[config.mk]
export PLATFORM = sky130hd
export DESIGN_NAME = misc_ctrl
export DESIGN_NICKNAME = d
export VERILOG_FILES = /design/src/misc_ctrl_pkg.sv /design/src/bus_clk_if.sv /design/src/misc_ctrl.sv /design/src/bus_clk_div.sv /design/src/irq_trigger.sv
export SDC_FILE = /design/constraint.sdc
export NUM_CORES = 1
export LEC_CHECK = 0
export BUFFER_PORTS_ARGS = -buffer_cell sky130_fd_sc_hd__buf_2
export CORE_MARGIN = 2
export CORE_UTILIZATION = 30
export CTS_CLUSTER_SIZE = 20
export DETAILED_ROUTE_END_ITERATION = 8
export PLACE_DENSITY_LB_ADDON = 0.1
export SETUP_SLACK_MARGIN = 0.05
export SYNTH_ARGS = -nofsm -noshare
export SYNTH_HDL_FRONTEND = slang
export SYNTH_SLANG_ARGS = --single-unit
[constraint.sdc]
create_clock -name core_clk -period 2.1 [get_ports core_clk]
set_input_delay 0.42 -clock core_clk [delete_from_list [all_inputs] [get_ports core_clk]]
set_output_delay 0.42 -clock core_clk [all_outputs]
set_load 0.05 [all_outputs]
[src/misc_ctrl_pkg.sv]
// Package for the bus clock and interrupt configuration block.
// Assumes a single core_clk domain standing in for the oscillator.
package misc_ctrl_pkg;
   // Register map (byte addresses, one aligned word each)
   localparam logic [5:0] misc_offset = 6'h0C;
   localparam logic [5:0] status_offset = 6'h10;
   localparam logic [5:0] mask_offset = 6'h14;
   localparam logic [5:0] port_dir_offset = 6'h18;
   localparam logic [5:0] aux_ctrl_offset = 6'h1C;
   // Field positions of the miscellaneous register
   localparam int trig_pos_bit = 6;
   localparam int trig_neg_bit = 5;
   localparam int irq_allow_bit = 4;
   localparam int spare_a_bit = 3;
   localparam int spare_b_bit = 2;
   localparam int slow_bit = 1;
   localparam int watchdog_control_bit_bit = 0;
   // Reset values
   localparam logic [7:0] misc_reset = 8'h10;
   localparam logic [23:0] port_dir_reset = 24'h000000;
   localparam logic [2:0] status_reset = 3'h0;
   // Status/mask bit positions
   localparam int ev_ext_irq = 0;
   localparam int ev_int_reset = 1;
   localparam int ev_halt_wake = 2;
   // Timing counts in oscillator cycles
   localparam int normal_div = 2;
   localparam int slow_div = 32;
   localparam int slow_ratio = 16;
   localparam int stab_cycles = 4064;
   localparam int reset_pulse_cycles = 4;
   // Trigger options
   typedef enum logic [1:0] {
      trig_low_level = 2'b00,
      trig_neg_edge = 2'b01,
      trig_pos_edge = 2'b10,
      trig_both_edge = 2'b11
   } trig_mode_t;
endpackage

[src/bus_clk_if.sv]
// Interface carrying the bus clock enables from divider to core logic.
// Assumes both ends sit on core_clk.
interface bus_clk_if;
   logic slow_sel;
   logic halt;
   logic bus_tick;
   logic bus_clk_level;
   modport divider (input slow_sel, input halt, output bus_tick, output bus_clk_level);
   modport user (output slow_sel, output halt, input bus_tick, input bus_clk_level);
endinterface

[src/misc_ctrl.sv]
// Top: miscellaneous control register, bus clock selection, external
// interrupt config, reset pin driver and port direction defaults.
// Assumes an Avalon-MM master on core_clk and async pins from the board.
module misc_ctrl
   import misc_ctrl_pkg::*;
(
   input wire logic core_clk,
   input wire logic resetn,
   input wire logic [5:0] avs_address,
   input wire logic avs_read,
   input wire logic avs_write,
   input wire logic [31:0] avs_writedata,
   input wire logic [3:0] avs_byteenable,
   output logic [31:0] avs_readdata,
   output logic avs_waitrequest,
   output logic irq,
   input wire logic irq_pin_n,
   input wire logic reset_pin_n_in,
   output logic reset_pin_out,
   output logic reset_pin_oe,
   input wire logic cpu_irq_masked,
   input wire logic halt_req,
   input wire logic wake_req,
   input wire logic watchdog_fault,
   output logic bus_tick,
   output logic bus_clk_level,
   output logic halted,
   output logic ext_irq_pending,
   input wire logic ext_irq_ack,
   output logic [23:0] port_dir,
   output logic port_c_line_two_out,
   output logic port_c_line_two_oe,
   output logic adc_enable,
   output logic core_reset_n
);
   logic [7:0] misc_q;
   logic [23:0] port_dir_q;
   logic [1:0] aux_q;
   logic [2:0] status_q;
   logic [2:0] mask_q;
   logic ack_q;
   logic [31:0] rdata_q;
   logic irq_s1_q, irq_s2_q, rst_s1_q, rst_s2_q;
   logic [12:0] stab_cnt_q;
   logic [2:0] pulse_cnt_q;
   logic pending;
   logic pending_q;
   logic mode_change;
   logic wr_hit, rd_hit;
   logic [2:0] events;
   trig_mode_t new_mode;

   typedef enum logic [2:0] {
      st_run = 3'b001,
      st_halt = 3'b010,
      st_stab = 3'b100
   } pwr_state_t;
   pwr_state_t pwr_q;

   bus_clk_if clk_bus();

   // Pin synchronisers; first stage feeds only the second
   always_ff @(posedge core_clk or negedge resetn) begin
      if (!resetn) begin
         irq_s1_q <= 1'b1;
         irq_s2_q <= 1'b1;
         rst_s1_q <= 1'b1;
         rst_s2_q <= 1'b1;
      end else begin
         irq_s1_q <= irq_pin_n;
         irq_s2_q <= irq_s1_q;
         rst_s1_q <= reset_pin_n_in;
         rst_s2_q <= rst_s1_q;
      end
   end

   // Internal reset held while board or watchdog asserts it
   assign core_reset_n = rst_s2_q && (pulse_cnt_q == 3'h0);

   // Watchdog stretches an open-drain low pulse on the reset pin
   always_ff @(posedge core_clk or negedge resetn) begin
      if (!resetn) begin
         pulse_cnt_q <= 3'h0;
      end else if (watchdog_fault) begin
         pulse_cnt_q <= 3'(reset_pulse_cycles);
      end else if (pulse_cnt_q != 3'h0) begin
         pulse_cnt_q <= pulse_cnt_q - 3'h1;
      end
   end
   assign reset_pin_out = 1'b0;
   assign reset_pin_oe = (pulse_cnt_q != 3'h0);

   // One wait cycle: writes land on the accepting edge, reads fetch a cycle early
   assign wr_hit = avs_write && ack_q;
   assign rd_hit = avs_read && !ack_q;
   assign avs_waitrequest = (avs_read || avs_write) && !ack_q;
   always_ff @(posedge core_clk or negedge resetn) begin
      if (!resetn) begin
         ack_q <= 1'b0;
      end else begin
         ack_q <= (avs_read || avs_write) && !ack_q;
      end
   end

   // Trigger option change honoured only with the cpu mask set
   assign new_mode = trig_mode_t'({avs_writedata[trig_pos_bit], avs_writedata[trig_neg_bit]});
   assign mode_change = wr_hit && avs_byteenable[0] && (avs_address == misc_offset) && cpu_irq_masked
      && (new_mode != trig_mode_t'({misc_q[trig_pos_bit], misc_q[trig_neg_bit]}));

   // Miscellaneous register; resets clear slow bit, halt clears it too
   always_ff @(posedge core_clk or negedge resetn) begin
      if (!resetn) begin
         misc_q <= misc_reset;
      end else if (!core_reset_n) begin
         misc_q <= misc_reset;
      end else if (halt_req && pwr_q == st_run) begin
         misc_q[slow_bit] <= 1'b0;
      end else if (wr_hit && avs_byteenable[0] && avs_address == misc_offset) begin
         misc_q[irq_allow_bit:watchdog_control_bit_bit] <= avs_writedata[irq_allow_bit:watchdog_control_bit_bit];
         if (cpu_irq_masked) begin
            misc_q[trig_pos_bit] <= avs_writedata[trig_pos_bit];
            misc_q[trig_neg_bit] <= avs_writedata[trig_neg_bit];
         end
      end
   end

   // Port direction and aux control; all inputs, converter off at reset
   always_ff @(posedge core_clk or negedge resetn) begin
      if (!resetn) begin
         port_dir_q <= port_dir_reset;
         aux_q <= 2'b00;
      end else if (!core_reset_n) begin
         port_dir_q <= port_dir_reset;
         aux_q <= 2'b00;
      end else if (wr_hit && avs_address == port_dir_offset) begin
         for (int b = 0; b < 3; b++) begin
            if (avs_byteenable[b]) begin
               port_dir_q[b*8 +: 8] <= avs_writedata[b*8 +: 8];
            end
         end
      end else if (wr_hit && avs_byteenable[0] && avs_address == aux_ctrl_offset) begin
         aux_q <= avs_writedata[1:0];
      end
   end
   assign port_dir = port_dir_q;
   assign adc_enable = aux_q[1];
   // Bit 0 routes the bus clock to the port C line two pin
   assign port_c_line_two_out = clk_bus.bus_clk_level;
   assign port_c_line_two_oe = aux_q[0] || port_dir_q[16 + 2];

   // Deep halt: clock frozen, then nominal-speed stabilisation count
   always_ff @(posedge core_clk or negedge resetn) begin
      if (!resetn) begin
         pwr_q <= st_run;
         stab_cnt_q <= 13'h0000;
      end else begin
         unique case (pwr_q)
            st_run: begin
               if (halt_req) begin
                  pwr_q <= st_halt;
               end
            end
            st_halt: begin
               if (wake_req || !core_reset_n) begin
                  pwr_q <= st_stab;
                  stab_cnt_q <= 13'(stab_cycles - 1);
               end
            end
            st_stab: begin
               if (stab_cnt_q == 13'h0000) begin
                  pwr_q <= st_run;
               end else begin
                  stab_cnt_q <= stab_cnt_q - 13'h0001;
               end
            end
         endcase
      end
   end
   assign halted = (pwr_q != st_run);

   // One divider feeds every section through bus_tick
   assign clk_bus.slow_sel = misc_q[slow_bit];
   assign clk_bus.halt = (pwr_q != st_run);
   assign bus_tick = clk_bus.bus_tick;
   assign bus_clk_level = clk_bus.bus_clk_level;

   bus_clk_div u_div (
      .core_clk(core_clk),
      .resetn(resetn),
      .clk_bus(clk_bus)
   );

   irq_trigger u_trig (
      .core_clk(core_clk),
      .resetn(resetn),
      .pin_n(irq_s2_q),
      .allow(misc_q[irq_allow_bit]),
      .mode(trig_mode_t'({misc_q[trig_pos_bit], misc_q[trig_neg_bit]})),
      .mode_change(mode_change),
      .ack(ext_irq_ack),
      .pending(pending)
   );
   assign ext_irq_pending = pending;

   // Previous pending level; status takes the rise, so a read can clear it
   always_ff @(posedge core_clk or negedge resetn) begin
      if (!resetn) begin
         pending_q <= 1'b0;
      end else begin
         pending_q <= pending;
      end
   end

   // Sticky event status, read clears; a new event wins over the clear
   assign events = {(pwr_q == st_stab) && (stab_cnt_q == 13'h0000), watchdog_fault, pending && !pending_q};
   always_ff @(posedge core_clk or negedge resetn) begin
      if (!resetn) begin
         status_q <= status_reset;
         mask_q <= status_reset;
      end else begin
         if (rd_hit && avs_address == status_offset) begin
            status_q <= events;
         end else begin
            status_q <= status_q | events;
         end
         if (wr_hit && avs_byteenable[0] && avs_address == mask_offset) begin
            mask_q <= avs_writedata[2:0];
         end
      end
   end
   assign irq = |(status_q & mask_q);

   // Read data registered; unmapped addresses read zero
   always_ff @(posedge core_clk or negedge resetn) begin
      if (!resetn) begin
         rdata_q <= 32'h00000000;
      end else if (rd_hit) begin
         unique case (avs_address)
            misc_offset: rdata_q <= {24'h000000, misc_q};
            status_offset: rdata_q <= {29'h00000000, status_q};
            mask_offset: rdata_q <= {29'h00000000, mask_q};
            port_dir_offset: rdata_q <= {8'h00, port_dir_q};
            aux_ctrl_offset: rdata_q <= {30'h00000000, aux_q};
            default: rdata_q <= 32'h00000000;
         endcase
      end
   end
   assign avs_readdata = rdata_q;

   chk_halt_clears_slow: assert property (@(posedge core_clk) disable iff (!resetn)
      (halt_req && pwr_q == st_run && core_reset_n) |=> !misc_q[slow_bit])
      else $error("slow bit survived halt entry");
   chk_trig_locked: assert property (@(posedge core_clk) disable iff (!resetn)
      !cpu_irq_masked |=> $stable(misc_q[trig_pos_bit:trig_neg_bit]) || !$past(core_reset_n))
      else $error("trigger bits changed while unmasked");
   chk_watchdog_control_bit_pin: assert property (@(posedge core_clk) disable iff (!resetn)
      watchdog_fault |=> reset_pin_oe [*4])
      else $error("reset pin not driven after watchdog");
   chk_reset_dirs: assert property (@(posedge core_clk) disable iff (!resetn)
      !core_reset_n |=> port_dir == 24'h000000 && !adc_enable)
      else $error("ports not input after reset");
   chk_allow_gate: assert property (@(posedge core_clk) disable iff (!resetn)
      !misc_q[irq_allow_bit] |=> !pending)
      else $error("irq pending while disabled");
   chk_halt_tick: assert property (@(posedge core_clk) disable iff (!resetn)
      halted |-> !bus_tick)
      else $error("bus tick during halt");

   // Start-up, halt-exit, event-status and clock-out guards
   chk_pin_reset_slow: assert property (@(posedge core_clk) disable iff (!resetn)
      !core_reset_n |=> !misc_q[slow_bit])
      else $error("slow bit survived pin reset");
   chk_stab_start: assert property (@(posedge core_clk) disable iff (!resetn)
      (pwr_q == st_halt && wake_req) |=> (pwr_q == st_stab && stab_cnt_q == 13'(stab_cycles - 1)))
      else $error("stabilisation count not loaded on wake");
   chk_event_sticky: assert property (@(posedge core_clk) disable iff (!resetn)
      (pending && !pending_q) |=> status_q[ev_ext_irq])
      else $error("external irq event not recorded");
   chk_clock_out: assert property (@(posedge core_clk) disable iff (!resetn)
      aux_q[0] |-> (port_c_line_two_oe && port_c_line_two_out == bus_clk_level))
      else $error("bus clock not routed to port pin");
endmodule

[src/bus_clk_div.sv]
// Bus clock divider: osc/2 normally, osc/32 in slow mode.
// Assumes core_clk is the oscillator; switching only at period ends.
module bus_clk_div
   import misc_ctrl_pkg::*;
(
   input wire logic core_clk,
   input wire logic resetn,
   bus_clk_if.divider clk_bus
);
   logic [4:0] cnt_q;
   logic div_mode_q;
   logic level_q;
   logic [4:0] last_cnt;
   logic period_end;

   // Mode is only sampled at a period end, so no runt phase appears
   assign last_cnt = div_mode_q ? 5'(slow_div - 1) : 5'(normal_div - 1);
   assign period_end = (cnt_q == last_cnt);
   assign clk_bus.bus_tick = period_end && !clk_bus.halt;
   assign clk_bus.bus_clk_level = level_q;

   // Phase counter, frozen while halted
   always_ff @(posedge core_clk or negedge resetn) begin
      if (!resetn) begin
         cnt_q <= 5'h00;
      end else if (!clk_bus.halt) begin
         cnt_q <= period_end ? 5'h00 : cnt_q + 5'h01;
      end
   end

   // Divide ratio latched at boundary only
   always_ff @(posedge core_clk or negedge resetn) begin
      if (!resetn) begin
         div_mode_q <= 1'b0;
      end else if (period_end) begin
         div_mode_q <= clk_bus.slow_sel;
      end
   end

   // High in the first half of each bus period
   always_ff @(posedge core_clk or negedge resetn) begin
      if (!resetn) begin
         level_q <= 1'b0;
      end else begin
         level_q <= (cnt_q < (last_cnt >> 1)) || period_end;
      end
   end

   chk_no_runt_switch: assert property (@(posedge core_clk) disable iff (!resetn)
      !$past(period_end) |-> $stable(div_mode_q))
      else $error("divide ratio changed mid period");
   chk_slow_period: assert property (@(posedge core_clk) disable iff (!resetn)
      (period_end && div_mode_q && !clk_bus.halt) |-> ##1 (!period_end)[*8])
      else $error("slow period too short");
endmodule

[src/irq_trigger.sv]
// External interrupt pin detector with four trigger options.
// Assumes pin already synchronised to core_clk.
module irq_trigger
   import misc_ctrl_pkg::*;
(
   input wire logic core_clk,
   input wire logic resetn,
   input wire logic pin_n,
   input wire logic allow,
   input wire trig_mode_t mode,
   input wire logic mode_change,
   input wire logic ack,
   output logic pending
);
   logic prev_q;
   logic hit;

   // Edge/level decode on the active-low pin
   always_comb begin
      unique case (mode)
         trig_low_level: hit = !pin_n;
         trig_neg_edge: hit = prev_q && !pin_n;
         trig_pos_edge: hit = !prev_q && pin_n;
         trig_both_edge: hit = prev_q != pin_n;
      endcase
   end

   always_ff @(posedge core_clk or negedge resetn) begin
      if (!resetn) begin
         prev_q <= 1'b1;
      end else begin
         prev_q <= pin_n;
      end
   end

   // Pending latch; option change flushes it, new hit still wins over ack
   always_ff @(posedge core_clk or negedge resetn) begin
      if (!resetn) begin
         pending <= 1'b0;
      end else if (mode_change || !allow) begin
         pending <= 1'b0;
      end else if (hit) begin
         pending <= 1'b1;
      end else if (ack) begin
         pending <= 1'b0;
      end
   end

   chk_change_flushes: assert property (@(posedge core_clk) disable iff (!resetn)
      mode_change |=> !pending)
      else $error("pending irq survived option change");
endmodule

==> impl_metrics.tcl, run 1 <==
set metrics [dict create \
    reg2reg_from "u_div.cnt_q[1]$_DFFE_PN0N_" \
    crit_slowest_cell "dfrtp_1" \
    multi_input_area_um2 2000 \
    route.detailed.drc 0 \
    synth_top_area_cell "dfrtp_1" \
    cp_top_family "flip-flops" \
    p_int_uw 3250 \
    die_y_um 128 \
    dpl_cell_area_um2 5460 \
    gr-total-overflow 0 \
    p_seq_frac 0.443 \
    wl_per_cell_um 15.5 \
    max_freq_mhz 489 \
    required_ns 1.68 \
    timing.rr.end "u_div.cnt_q[4]$_DFFE_PN0N_" \
    dp_hpwl_mm 8.78 \
    status "finished clean" \
    gp_congestion 0.786 \
    stdcell_area_um2 5900 \
    core_um2 15100 \
    grt_util_all_layers 0.152 \
    dieWidth_um 128 \
    worst-setup-path-type "flip-flop to output pin" \
    clk_latency_ns 0.35 \
    hold_class "input port to flip-flop" \
    synth-seq-cells 97 \
    synthCells 442 \
    p_sw_uw 1500 \
    grt_pass1_wl_mm 19.4 \
    drive_gt1_frac 0.324 \
    drt.antenna.violating_nets 0 \
    viasPerCell 4.84 \
    critical_path.max_fanout 4 \
    path_cells "ha_1 -> nand4_1 -> nor3_4 -> buf_6" \
    area_growth_syn_to_layout_pct 28.3 \
    fillers 1576 \
    combPwrFrac 0.208 \
    cts_root_buffer "clkbuf_16" \
    netlist.area_leader.share 0.490 \
    min_period_ns 2.04 \
    clk_pin_slew_ns 0.07 \
    htree_num_levels 3 \
    pwr-share-clk 0.349 \
    synthTopCellsByArea "dfrtp_1, nand2_1, a22o_1" \
    grt_pass1_vias 3628 \
    p_leak_uw 0.00291 \
    rsz0062_at_grt "yes" \
    r2r_setup_slack_ns 0.21 \
    cts_made_buffers 9 \
    clock_skew_ns 0.00532 \
    clockBufferDepth 2 \
    routed_wl_mm 11.9 \
    r2r_cells 7 \
    period_share 0.974 \
    powerDensity_nw_per_um2 806 \
    syn_area_um2 4600 \
    final-hold-violation-count 0 \
    portBuffers 102 \
    num_vias 3711 \
    start_util 0.305 \
    antenna_found_initial 1 \
    synth_sequential_area_ratio 0.530 \
    final_cell_mix "buf_2, dfrtp_1, nand2_1, nor2_1, buf_4" \
    whs_path_depth 1 \
    place_inst 738 \
    max_slew.worst_pin.slew_ns 0.555 \
    synth_cell_types 59 \
    grt_max_degree 50 \
    startpoint_type "flip-flop" \
    synth_edf_count 0 \
    drtPass1Iterations 4 \
    num_io_pins 121 \
    hold_end "irq_s1_q$_DFF_PN1_" \
    critPathCaptureType "output pin" \
    critical_path_buf_inv_count 1 \
    setup_viol 0 \
    async_flop_share 1.00 \
    arrival_ns 1.62 \
    final_max_slew_viol_count 0 \
    yosysWarnings 0 \
    min_from "irq_pin_n" \
    fin_cells 767 \
    cts_tree "yes" \
    nNetsFinal 636 \
    final_common_cell "buf_2" \
    vdd_drop_max_mv 0.487 \
    cap_violations 0 \
    die-area_um2 16300 \
    postSynthAreaPerCell_um2 10.4 \
    ys.flop_type "dfrtp_1" \
    switching_share 0.316 \
    register_area_um2 2440 \
    rows 45 \
    critPathMaxStageDelay_ns 0.42 \
    relSlewSlack 0.630 \
    cts.sinks 97 \
    drt_iter0_markers 143 \
]
metrics by stage:
stage	setup WS (ns)	power [uW]	setup TNS, ns	util	hold WS, ns
2_1_floorplan	-0.113	2730	-0.113	-	0.124
3_3_place_gp	-0.0773	3050	-1.38	0.362	0.332
3_5_place_dp	-0.0970	3060	-1.66	0.362	0.332
4_1_cts	0.0272	4770	0	0.386	0.147
5_1_grt	-0.0201	5020	-0.0201	0.391	0.145
6_report	0.0556	4750	0	0.391	0.163
repair_timing:
item	4_1_cts	5_1_grt
gates resized for setup	8	7
endpoints found under the setup margin	2	12
setup buffers	4	7
cloned	0	0
hold buffers	1	0
hold endpoints to repair	17	0
pin swaps	3	4
worst max path at each step:
| stage | cells after the start | start | slack [ns] | to |
|---|---|---|---|---|
| 2_1_floorplan | 3 | pwr_q[0]$_DFFE_PN1P_ | -0.11 | bus_tick |
| 3_3_place_gp | 6 | avs_address[1] | -0.08 | port_dir[9]$_DFFE_PN0P_ |
| 3_5_place_dp | 6 | avs_address[1] | -0.1 | mask_q[1]$_DFFE_PN0P_ |
| 4_1_cts | 5 | u_div.div_mode_q$_DFFE_PN0N_ | 0.03 | bus_tick |
| 5_1_grt | 4 | u_div.cnt_q[1]$_DFFE_PN0N_ | -0.02 | bus_tick |
| 6_report | 4 | u_div.cnt_q[1]$_DFFE_PN0N_ | 0.06 | bus_tick |
layer usage:
metal / track usage / vias to the layer above / routed length (um)
li1: - / 1809 / -
met1: 0.211 / 1802 / 5880
met2: 0.235 / 91 / 5390
met3: 0.0367 / 9 / 520
met4: 0.0472 / 0 / 136
met5: 0 / - / 0
worst reg2reg max path, stage by stage, from the launching register on:
cell	delay [ns]
dfrtp_1	0.42
ha_1	0.31
nand4_1	0.20
buf_4	0.21
nor2_1	0.31
nor2b_1	0.08
o21ai_0	0.15
o31ai_1	0.09
power by group through the flow:
| stage | Sequential, uW | Clock [uW] | Combinational [uW] |
|---|---|---|---|
| 2_1_floorplan | 2150 | 0 | 583 |
| 3_3_place_gp | 2130 | 0 | 920 |
| 3_5_place_dp | 2130 | 0 | 934 |
| 4_1_cts | 2100 | 1710 | 955 |
| 5_1_grt | 2120 | 1800 | 1100 |
| 6_report | 2110 | 1660 | 989 |
synth_stat cells, drive strengths merged, types with 9 or more instances:
master / number
ha: 10
buf: 20
nand3: 33
nor2: 36
o21ai: 17
clkbuf: 9
mux2i: 12
inv: 15
dfrtp: 90
nand2: 63
xor2: 12
a22o: 24
nor3: 12
logic make-up (layout without fill, tap and decap cells):
kind of cell / count (synthesis) / in the layout / synth area share
compound gates: 74 / 74 / 0.123
xor+xnor: 13 / 13 / 0.0248
fa+ha+maj: 10 / 10 / 0.0272
buf+inv: 44 / 172 / 0.0509
flops: 97 / 97 / 0.530
mux: 15 / 15 / 0.0335
other cells: 1 / 10 / 0.000816
simple gates: 188 / 188 / 0.210
sequential cells by signal, summed over array words and instances (netlist names), 2 cells and up:
name / flops
pulse_cnt_q: 3
stab_cnt_q: 13
port_dir: 24
u_div.cnt_q: 5
avs_readdata: 24
aux_q: 2
pwr_q: 3
status_q: 3
misc_q: 7
mask_q: 3
area by class of cell:
cell class	count	share of cell area
flip-flops and latches	97	0.413
multi-input cells	309	0.339
repair buffers	141	0.148
well taps	188	0.0399
clock buffers	10	0.0388
clock inverters	6	0.0115
inverters	15	0.00955
diodes	1	0.000424
No activity file was read; power rests on OpenSTA's default activity.
==> run 2, diff against run 1 <==
--- a/config.mk
+++ b/config.mk
@@ -8,8 +8,10 @@
 export BUFFER_PORTS_ARGS = -buffer_cell sky130_fd_sc_hd__buf_2
 export CORE_MARGIN = 2
 export CORE_UTILIZATION = 30
-export CTS_CLUSTER_SIZE = 20
+export CTS_CLUSTER_SIZE = 12
 export DETAILED_ROUTE_END_ITERATION = 8
+export GPL_ROUTABILITY_DRIVEN = 0
+export GPL_TIMING_DRIVEN = 0
 export PLACE_DENSITY_LB_ADDON = 0.1
 export SETUP_SLACK_MARGIN = 0.05
 export SYNTH_ARGS = -nofsm -noshare
==> impl_metrics.tcl, run 2 (synthesis gave the netlist of run 1 again) <==
set metrics [dict create \
    register_area_um2 2440 \
    critPathCaptureType "output pin" \
    grt_pass1_vias 3585 \
    critical_path.max_fanout 4 \
    max_freq_mhz 490 \
    cts.sinks 97 \
    crit_slowest_cell "dfrtp_1" \
    path_cells "ha_4 -> nand4_1 -> nor3_4 -> buf_6" \
    fillers 1540 \
    num_vias 3718 \
    route.detailed.drc 0 \
    grt_pass1_wl_mm 19.0 \
    nNetsFinal 637 \
    min_period_ns 2.04 \
    critPathMaxStageDelay_ns 0.44 \
    m1WireLength_mm 5.89 \
    num_io_pins 121 \
    gr-total-overflow 0 \
    met2_length_mm 5.56 \
    met3_length_um 499 \
    worst-setup-path-type "flip-flop to output pin" \
    top_layer "met4" \
    relSlewSlack 0.604 \
    hold_class "input port to async pin" \
    drive_gt1_frac 0.318 \
    dp_hpwl_mm 8.88 \
    portBuffers 100 \
    final_max_slew_viol_count 0 \
    rsz0062_at_grt "yes" \
    cts_tree "yes" \
    grt_util_all_layers 0.152 \
    viasPerCell 4.85 \
    final_common_cell "buf_2" \
    antenna_found_initial 0 \
    grt_max_degree 56 \
    rows 45 \
    cts_made_buffers 9 \
    antenna_cells 0 \
    area_growth_syn_to_layout_pct 27.6 \
    setup_viol 0 \
    pre_cts_ws_ns -0.309 \
    htree_num_levels 3 \
    critical_path_buf_inv_count 1 \
    place_inst 739 \
    core_um2 15100 \
    die-area_um2 16300 \
    clk_latency_ns 0.35 \
    max_slew.worst_pin.slew_ns 0.595 \
    cap_violations 0 \
    vdd_drop_max_mv 0.505 \
    startpoint_type "flip-flop" \
    setup_slack_ns 0.0580 \
    routed_wl_mm 12.2 \
    arrival_ns 1.62 \
    wl_per_cell_um 15.9 \
    cts_root_buffer "clkbuf_16" \
    p_leak_uw 0.00288 \
    required_ns 1.68 \
    drt.antenna.violating_nets 0 \
    drtPass1Iterations 6 \
    powerDensity_nw_per_um2 793 \
    period_share 0.972 \
    hold_buffers 0 \
    status "finished clean" \
    clock_skew_ns 0.00689 \
    clockBufferDepth 2 \
    dieWidth_um 128 \
    fin_cells 767 \
    cp_top_family "flip-flops" \
    final-hold-violation-count 0 \
    final_cell_mix "buf_2, dfrtp_1, nand2_1, nor2_1, nand3_1" \
    setup_tns_ns 0 \
    drt_iter0_markers 177 \
    die_y_um 128 \
    start_util 0.305 \
    clk_pin_slew_ns 0.07 \
    multi_input_area_um2 2030 \
]
==> run 2: cell count changes in the layout (fill, tap and decap cells not counted), sizes merged <==
| cell | delta |
|---|---|
| diode | -1 |
| dlygate4sd3 | -1 |
| bufinv | -1 |
| clkbuf | +8 |
| clkinv | +1 |
| buf | -6 |
==> run 2: what timing repair did <==
item,in CTS,in global routing
setup endpoints to repair,23,16
pin swaps,3,3
setup buffers,3,9
gates resized for setup,9,16
==> run 2: routing by layer <==
metal  vias to the layer above  GRT usage
li1                       1810          -
met1                      1825      0.216
met2                        69      0.227
met3                        14     0.0317
met4                         0     0.0569
met5                         -          0
==> run 2: where the power goes <==
group	leakage (uW)	total, uW	switching [uW]	internal (uW)
sequential	0.00123	2050	71.0	1980
clock	0.000135	1580	739	838
combinational	0.00152	1030	698	331
total	0.00288	4650	1510	3140
==> run 2: final cells by class <==
type	instances	share of cell area
Buffer	29	0.0309
Clock buffer	10	0.0407
Clock inverter	6	0.00725
Inverter	15	0.0105
Multi-Input combinational cell	309	0.345
Sequential cell	97	0.415
Tap cell	188	0.0401
Timing Repair Buffer	113	0.110
==> run 2: worst paths after layout <==
check                                           start                         end  slack (ns)  cells past startpoint
setup reg to reg           pulse_cnt_q[0]$_DFFE_PN0P_   stab_cnt_q[9]$_DFFE_PN0P_        0.16                      8
hold reg to reg                    rst_s1_q$_DFF_PN1_          rst_s2_q$_DFF_PN1_        0.36                      0
setup / recovery           u_div.cnt_q[3]$_DFFE_PN0N_                    bus_tick        0.06                      4
max in group asynchronous                      resetn       misc_q[4]$_DFFE_PN1P_        1.32                      2
min in group core_clk                       irq_pin_n          irq_s1_q$_DFF_PN1_        0.17                      1
hold / removal                                 resetn  stab_cnt_q[10]$_DFFE_PN0P_        0.07                      1
==> run 2: metrics by stage <==
step                cell area (um^2)  utilization  power [uW]  hold WS (ns)
CTS                             5730        0.379        4680        0.0897
global route                    5870        0.389        4900         0.112
global placement                5370        0.356        3020         0.346
floorplan                       4640            -        2730         0.124
finish                          5870        0.389        4650        0.0674
detailed placement              5400        0.358        3050         0.347
==> run 2: worst reg2reg max path, cell delays in order (launching register included) <==
cell	delay, ns
dfrtp_1	0.38
inv_1	0.09
ha_2	0.20
nand3b_1	0.17
buf_4	0.19
o311ai_1	0.39
nand4b_1	0.18
xor2_1	0.16
nand2_1	0.07
==> run 3, diff against run 2 <==
--- a/config.mk
+++ b/config.mk
@@ -7,7 +7,7 @@
 export LEC_CHECK = 0
 export BUFFER_PORTS_ARGS = -buffer_cell sky130_fd_sc_hd__buf_2
 export CORE_MARGIN = 2
-export CORE_UTILIZATION = 30
+export CORE_UTILIZATION = 53
 export CTS_CLUSTER_SIZE = 12
 export DETAILED_ROUTE_END_ITERATION = 8
 export GPL_ROUTABILITY_DRIVEN = 0
==> impl_metrics.tcl, run 3 (synthesis gave the netlist of run 1 again) <==
set metrics [dict create \
    rows 33 \
    drt.antenna.violating_nets 0 \
    clock_skew_ns 0.0162 \
    r2r_setup_slack_ns 0.18 \
    p_leak_uw 0.00283 \
    cap_violations 0 \
    setup_slack_ns 0.00694 \
    relSlewSlack 0.593 \
    fin_cells 681 \
    place_inst 656 \
    final_common_cell "buf_2" \
    grt_max_degree 55 \
    die-area_um2 9430 \
    htree_num_levels 3 \
    core_um2 8300 \
    dpl_cell_area_um2 5300 \
    reg2reg_from "pulse_cnt_q[0]$_DFFE_PN0P_" \
    p_sw_uw 1450 \
    portBuffers 100 \
    worst-setup-path-type "flip-flop to output pin" \
    grt_pass1_vias 3559 \
    routed_wl_mm 10.8 \
    critPathMaxStageDelay_ns 0.41 \
    crit_slowest_cell "dfrtp_1" \
    drive_gt1_frac 0.313 \
    required_ns 1.68 \
    final_max_slew_viol_count 0 \
    powerDensity_nw_per_um2 760 \
    critPathCaptureType "output pin" \
    final-hold-violation-count 0 \
    startpoint_type "flip-flop" \
    antenna_found_initial 0 \
    cts_tree "yes" \
    arrival_ns 1.67 \
    clockBufferDepth 2 \
    grt_util_all_layers 0.233 \
    min_period_ns 2.09 \
    route.detailed.drc 0 \
    hold_buffers 0 \
    combPwrFrac 0.227 \
    final_cell_mix "buf_2, dfrtp_1, nand2_1, nor2_1, nand3_1" \
    stdcell_area_um2 5660 \
    path_cells "inv_4 -> ha_4 -> nand4_1 -> nor3_4 -> buf_6" \
    max_slew.worst_pin.slew_ns 0.610 \
    period_share 0.997 \
    clk_latency_ns 0.37 \
    gr-total-overflow 0 \
    antenna_cells 0 \
    start_util 0.554 \
    critical_path.max_fanout 5 \
    switching_share 0.338 \
    max_freq_mhz 478 \
    hold_class "input port to async pin" \
    cts_root_buffer "clkbuf_8" \
    r2r_cells 8 \
    grt_pass1_wl_mm 17.9 \
    cts.sinks 97 \
    clk_pin_slew_ns 0.10 \
    pre_cts_ws_ns -0.152 \
    wl_per_cell_um 15.8 \
    nNetsFinal 634 \
    fin_util 0.682 \
    p_seq_frac 0.476 \
    num_vias 3749 \
    timing.rr.end "stab_cnt_q[8]$_DFFE_PN0P_" \
    p_int_uw 2840 \
    fillers 655 \
    dieWidth_um 97.1 \
    rsz0062_at_grt "yes" \
    die_y_um 97.1 \
    num_io_pins 121 \
    critical_path_buf_inv_count 2 \
    drtPass1Iterations 5 \
    pwr-share-clk 0.297 \
    viasPerCell 5.51 \
    cts_made_buffers 9 \
    setup_viol 0 \
    cp_top_family "flip-flops" \
    area_growth_syn_to_layout_pct 23.1 \
    dp_hpwl_mm 7.62 \
    drt_iter0_markers 203 \
    vdd_drop_max_mv 0.710 \
    status "finished clean" \
]
-- run 3: cell count changes in the layout (fill, tap and decap cells not counted), moves of 2 or more --
cell	change
clkbuf_16	-9
clkbuf_8	+8
buf_4	-2
clkbuf_1	+2
clkinv_2	-2
inv_8	+2
-- run 3: worst register-to-register path: stages, from the launching register on --
cell and delay (ns):
dfrtp_1 0.40, inv_1 0.09, ha_1 0.19, nand3b_1 0.18, buf_6 0.21, o311a_4 0.38, nand3b_1 0.15, xor2_1 0.16
nand2_1 0.06
-- run 3: how the worst max path moves through the flow --
stage	cells past startpoint	slack, ns	endpoint	startpoint
2_1_floorplan	3	-0.11	bus_tick	pwr_q[0]$_DFFE_PN1P_
3_3_place_gp	1	-0.35	port_dir[9]$_DFFE_PN0P_	resetn
3_5_place_dp	7	-0.15	stab_cnt_q[9]$_DFFE_PN0P_	pulse_cnt_q[0]$_DFFE_PN0P_
4_1_cts	5	0.02	bus_tick	u_div.div_mode_q$_DFFE_PN0N_
5_1_grt	5	-0.09	bus_tick	u_div.div_mode_q$_DFFE_PN0N_
6_report	5	0.007	bus_tick	u_div.div_mode_q$_DFFE_PN0N_
-- run 3: timing repair --
| item | CTS | global route |
|---|---|---|
| buffers inserted | 4 | 5 |
| pin swaps | 3 | 3 |
| gates cloned | 0 | 0 |
| endpoints found under the hold margin | 0 | 0 |
| resized for setup | 6 | 13 |
| setup endpoints to repair | 13 | 11 |
-- run 3: power by group through the flow --
stage	clock network (uW)	logic, uW	registers [uW]
6_report	1280	974	2050
5_1_grt	1380	1070	2060
4_1_cts	1300	954	2050
3_5_place_dp	0	930	2080
3_3_place_gp	0	908	2080
2_1_floorplan	0	583	2150
-- run 3: layer usage --
| metal | vias up | track usage | part of all wire |
|---|---|---|---|
| li1 | 1798 | - | - |
| met1 | 1811 | 0.342 | 0.47 |
| met2 | 125 | 0.362 | 0.46 |
| met3 | 15 | 0.0417 | 0.056 |
| met4 | 0 | 0.0628 | 0.015 |
| met5 | - | 0 | 0 |
-- run 3: area by class of cell --
cell class,count,area (um^2),area share
clock buffers,10,128,0.0226
multi-input cells,309,2040,0.360
repair buffers,110,611,0.108
flip-flops and latches,97,2440,0.431
plain buffers,29,180,0.0318
inverters,15,58.8,0.0104
well taps,105,131,0.0232
clock inverters,6,76.3,0.0135
-- run 3: through the flow --
stage	total power, uW	setup TNS, ns	hold WS (ns)
2_1_floorplan	2730	-0.113	0.124
3_3_place_gp	2990	-32.93	0.346
3_5_place_dp	3010	-1.99	0.347
4_1_cts	4300	0	0.0640
5_1_grt	4510	-0.0890	0.0791
6_report	4300	0	0.0368
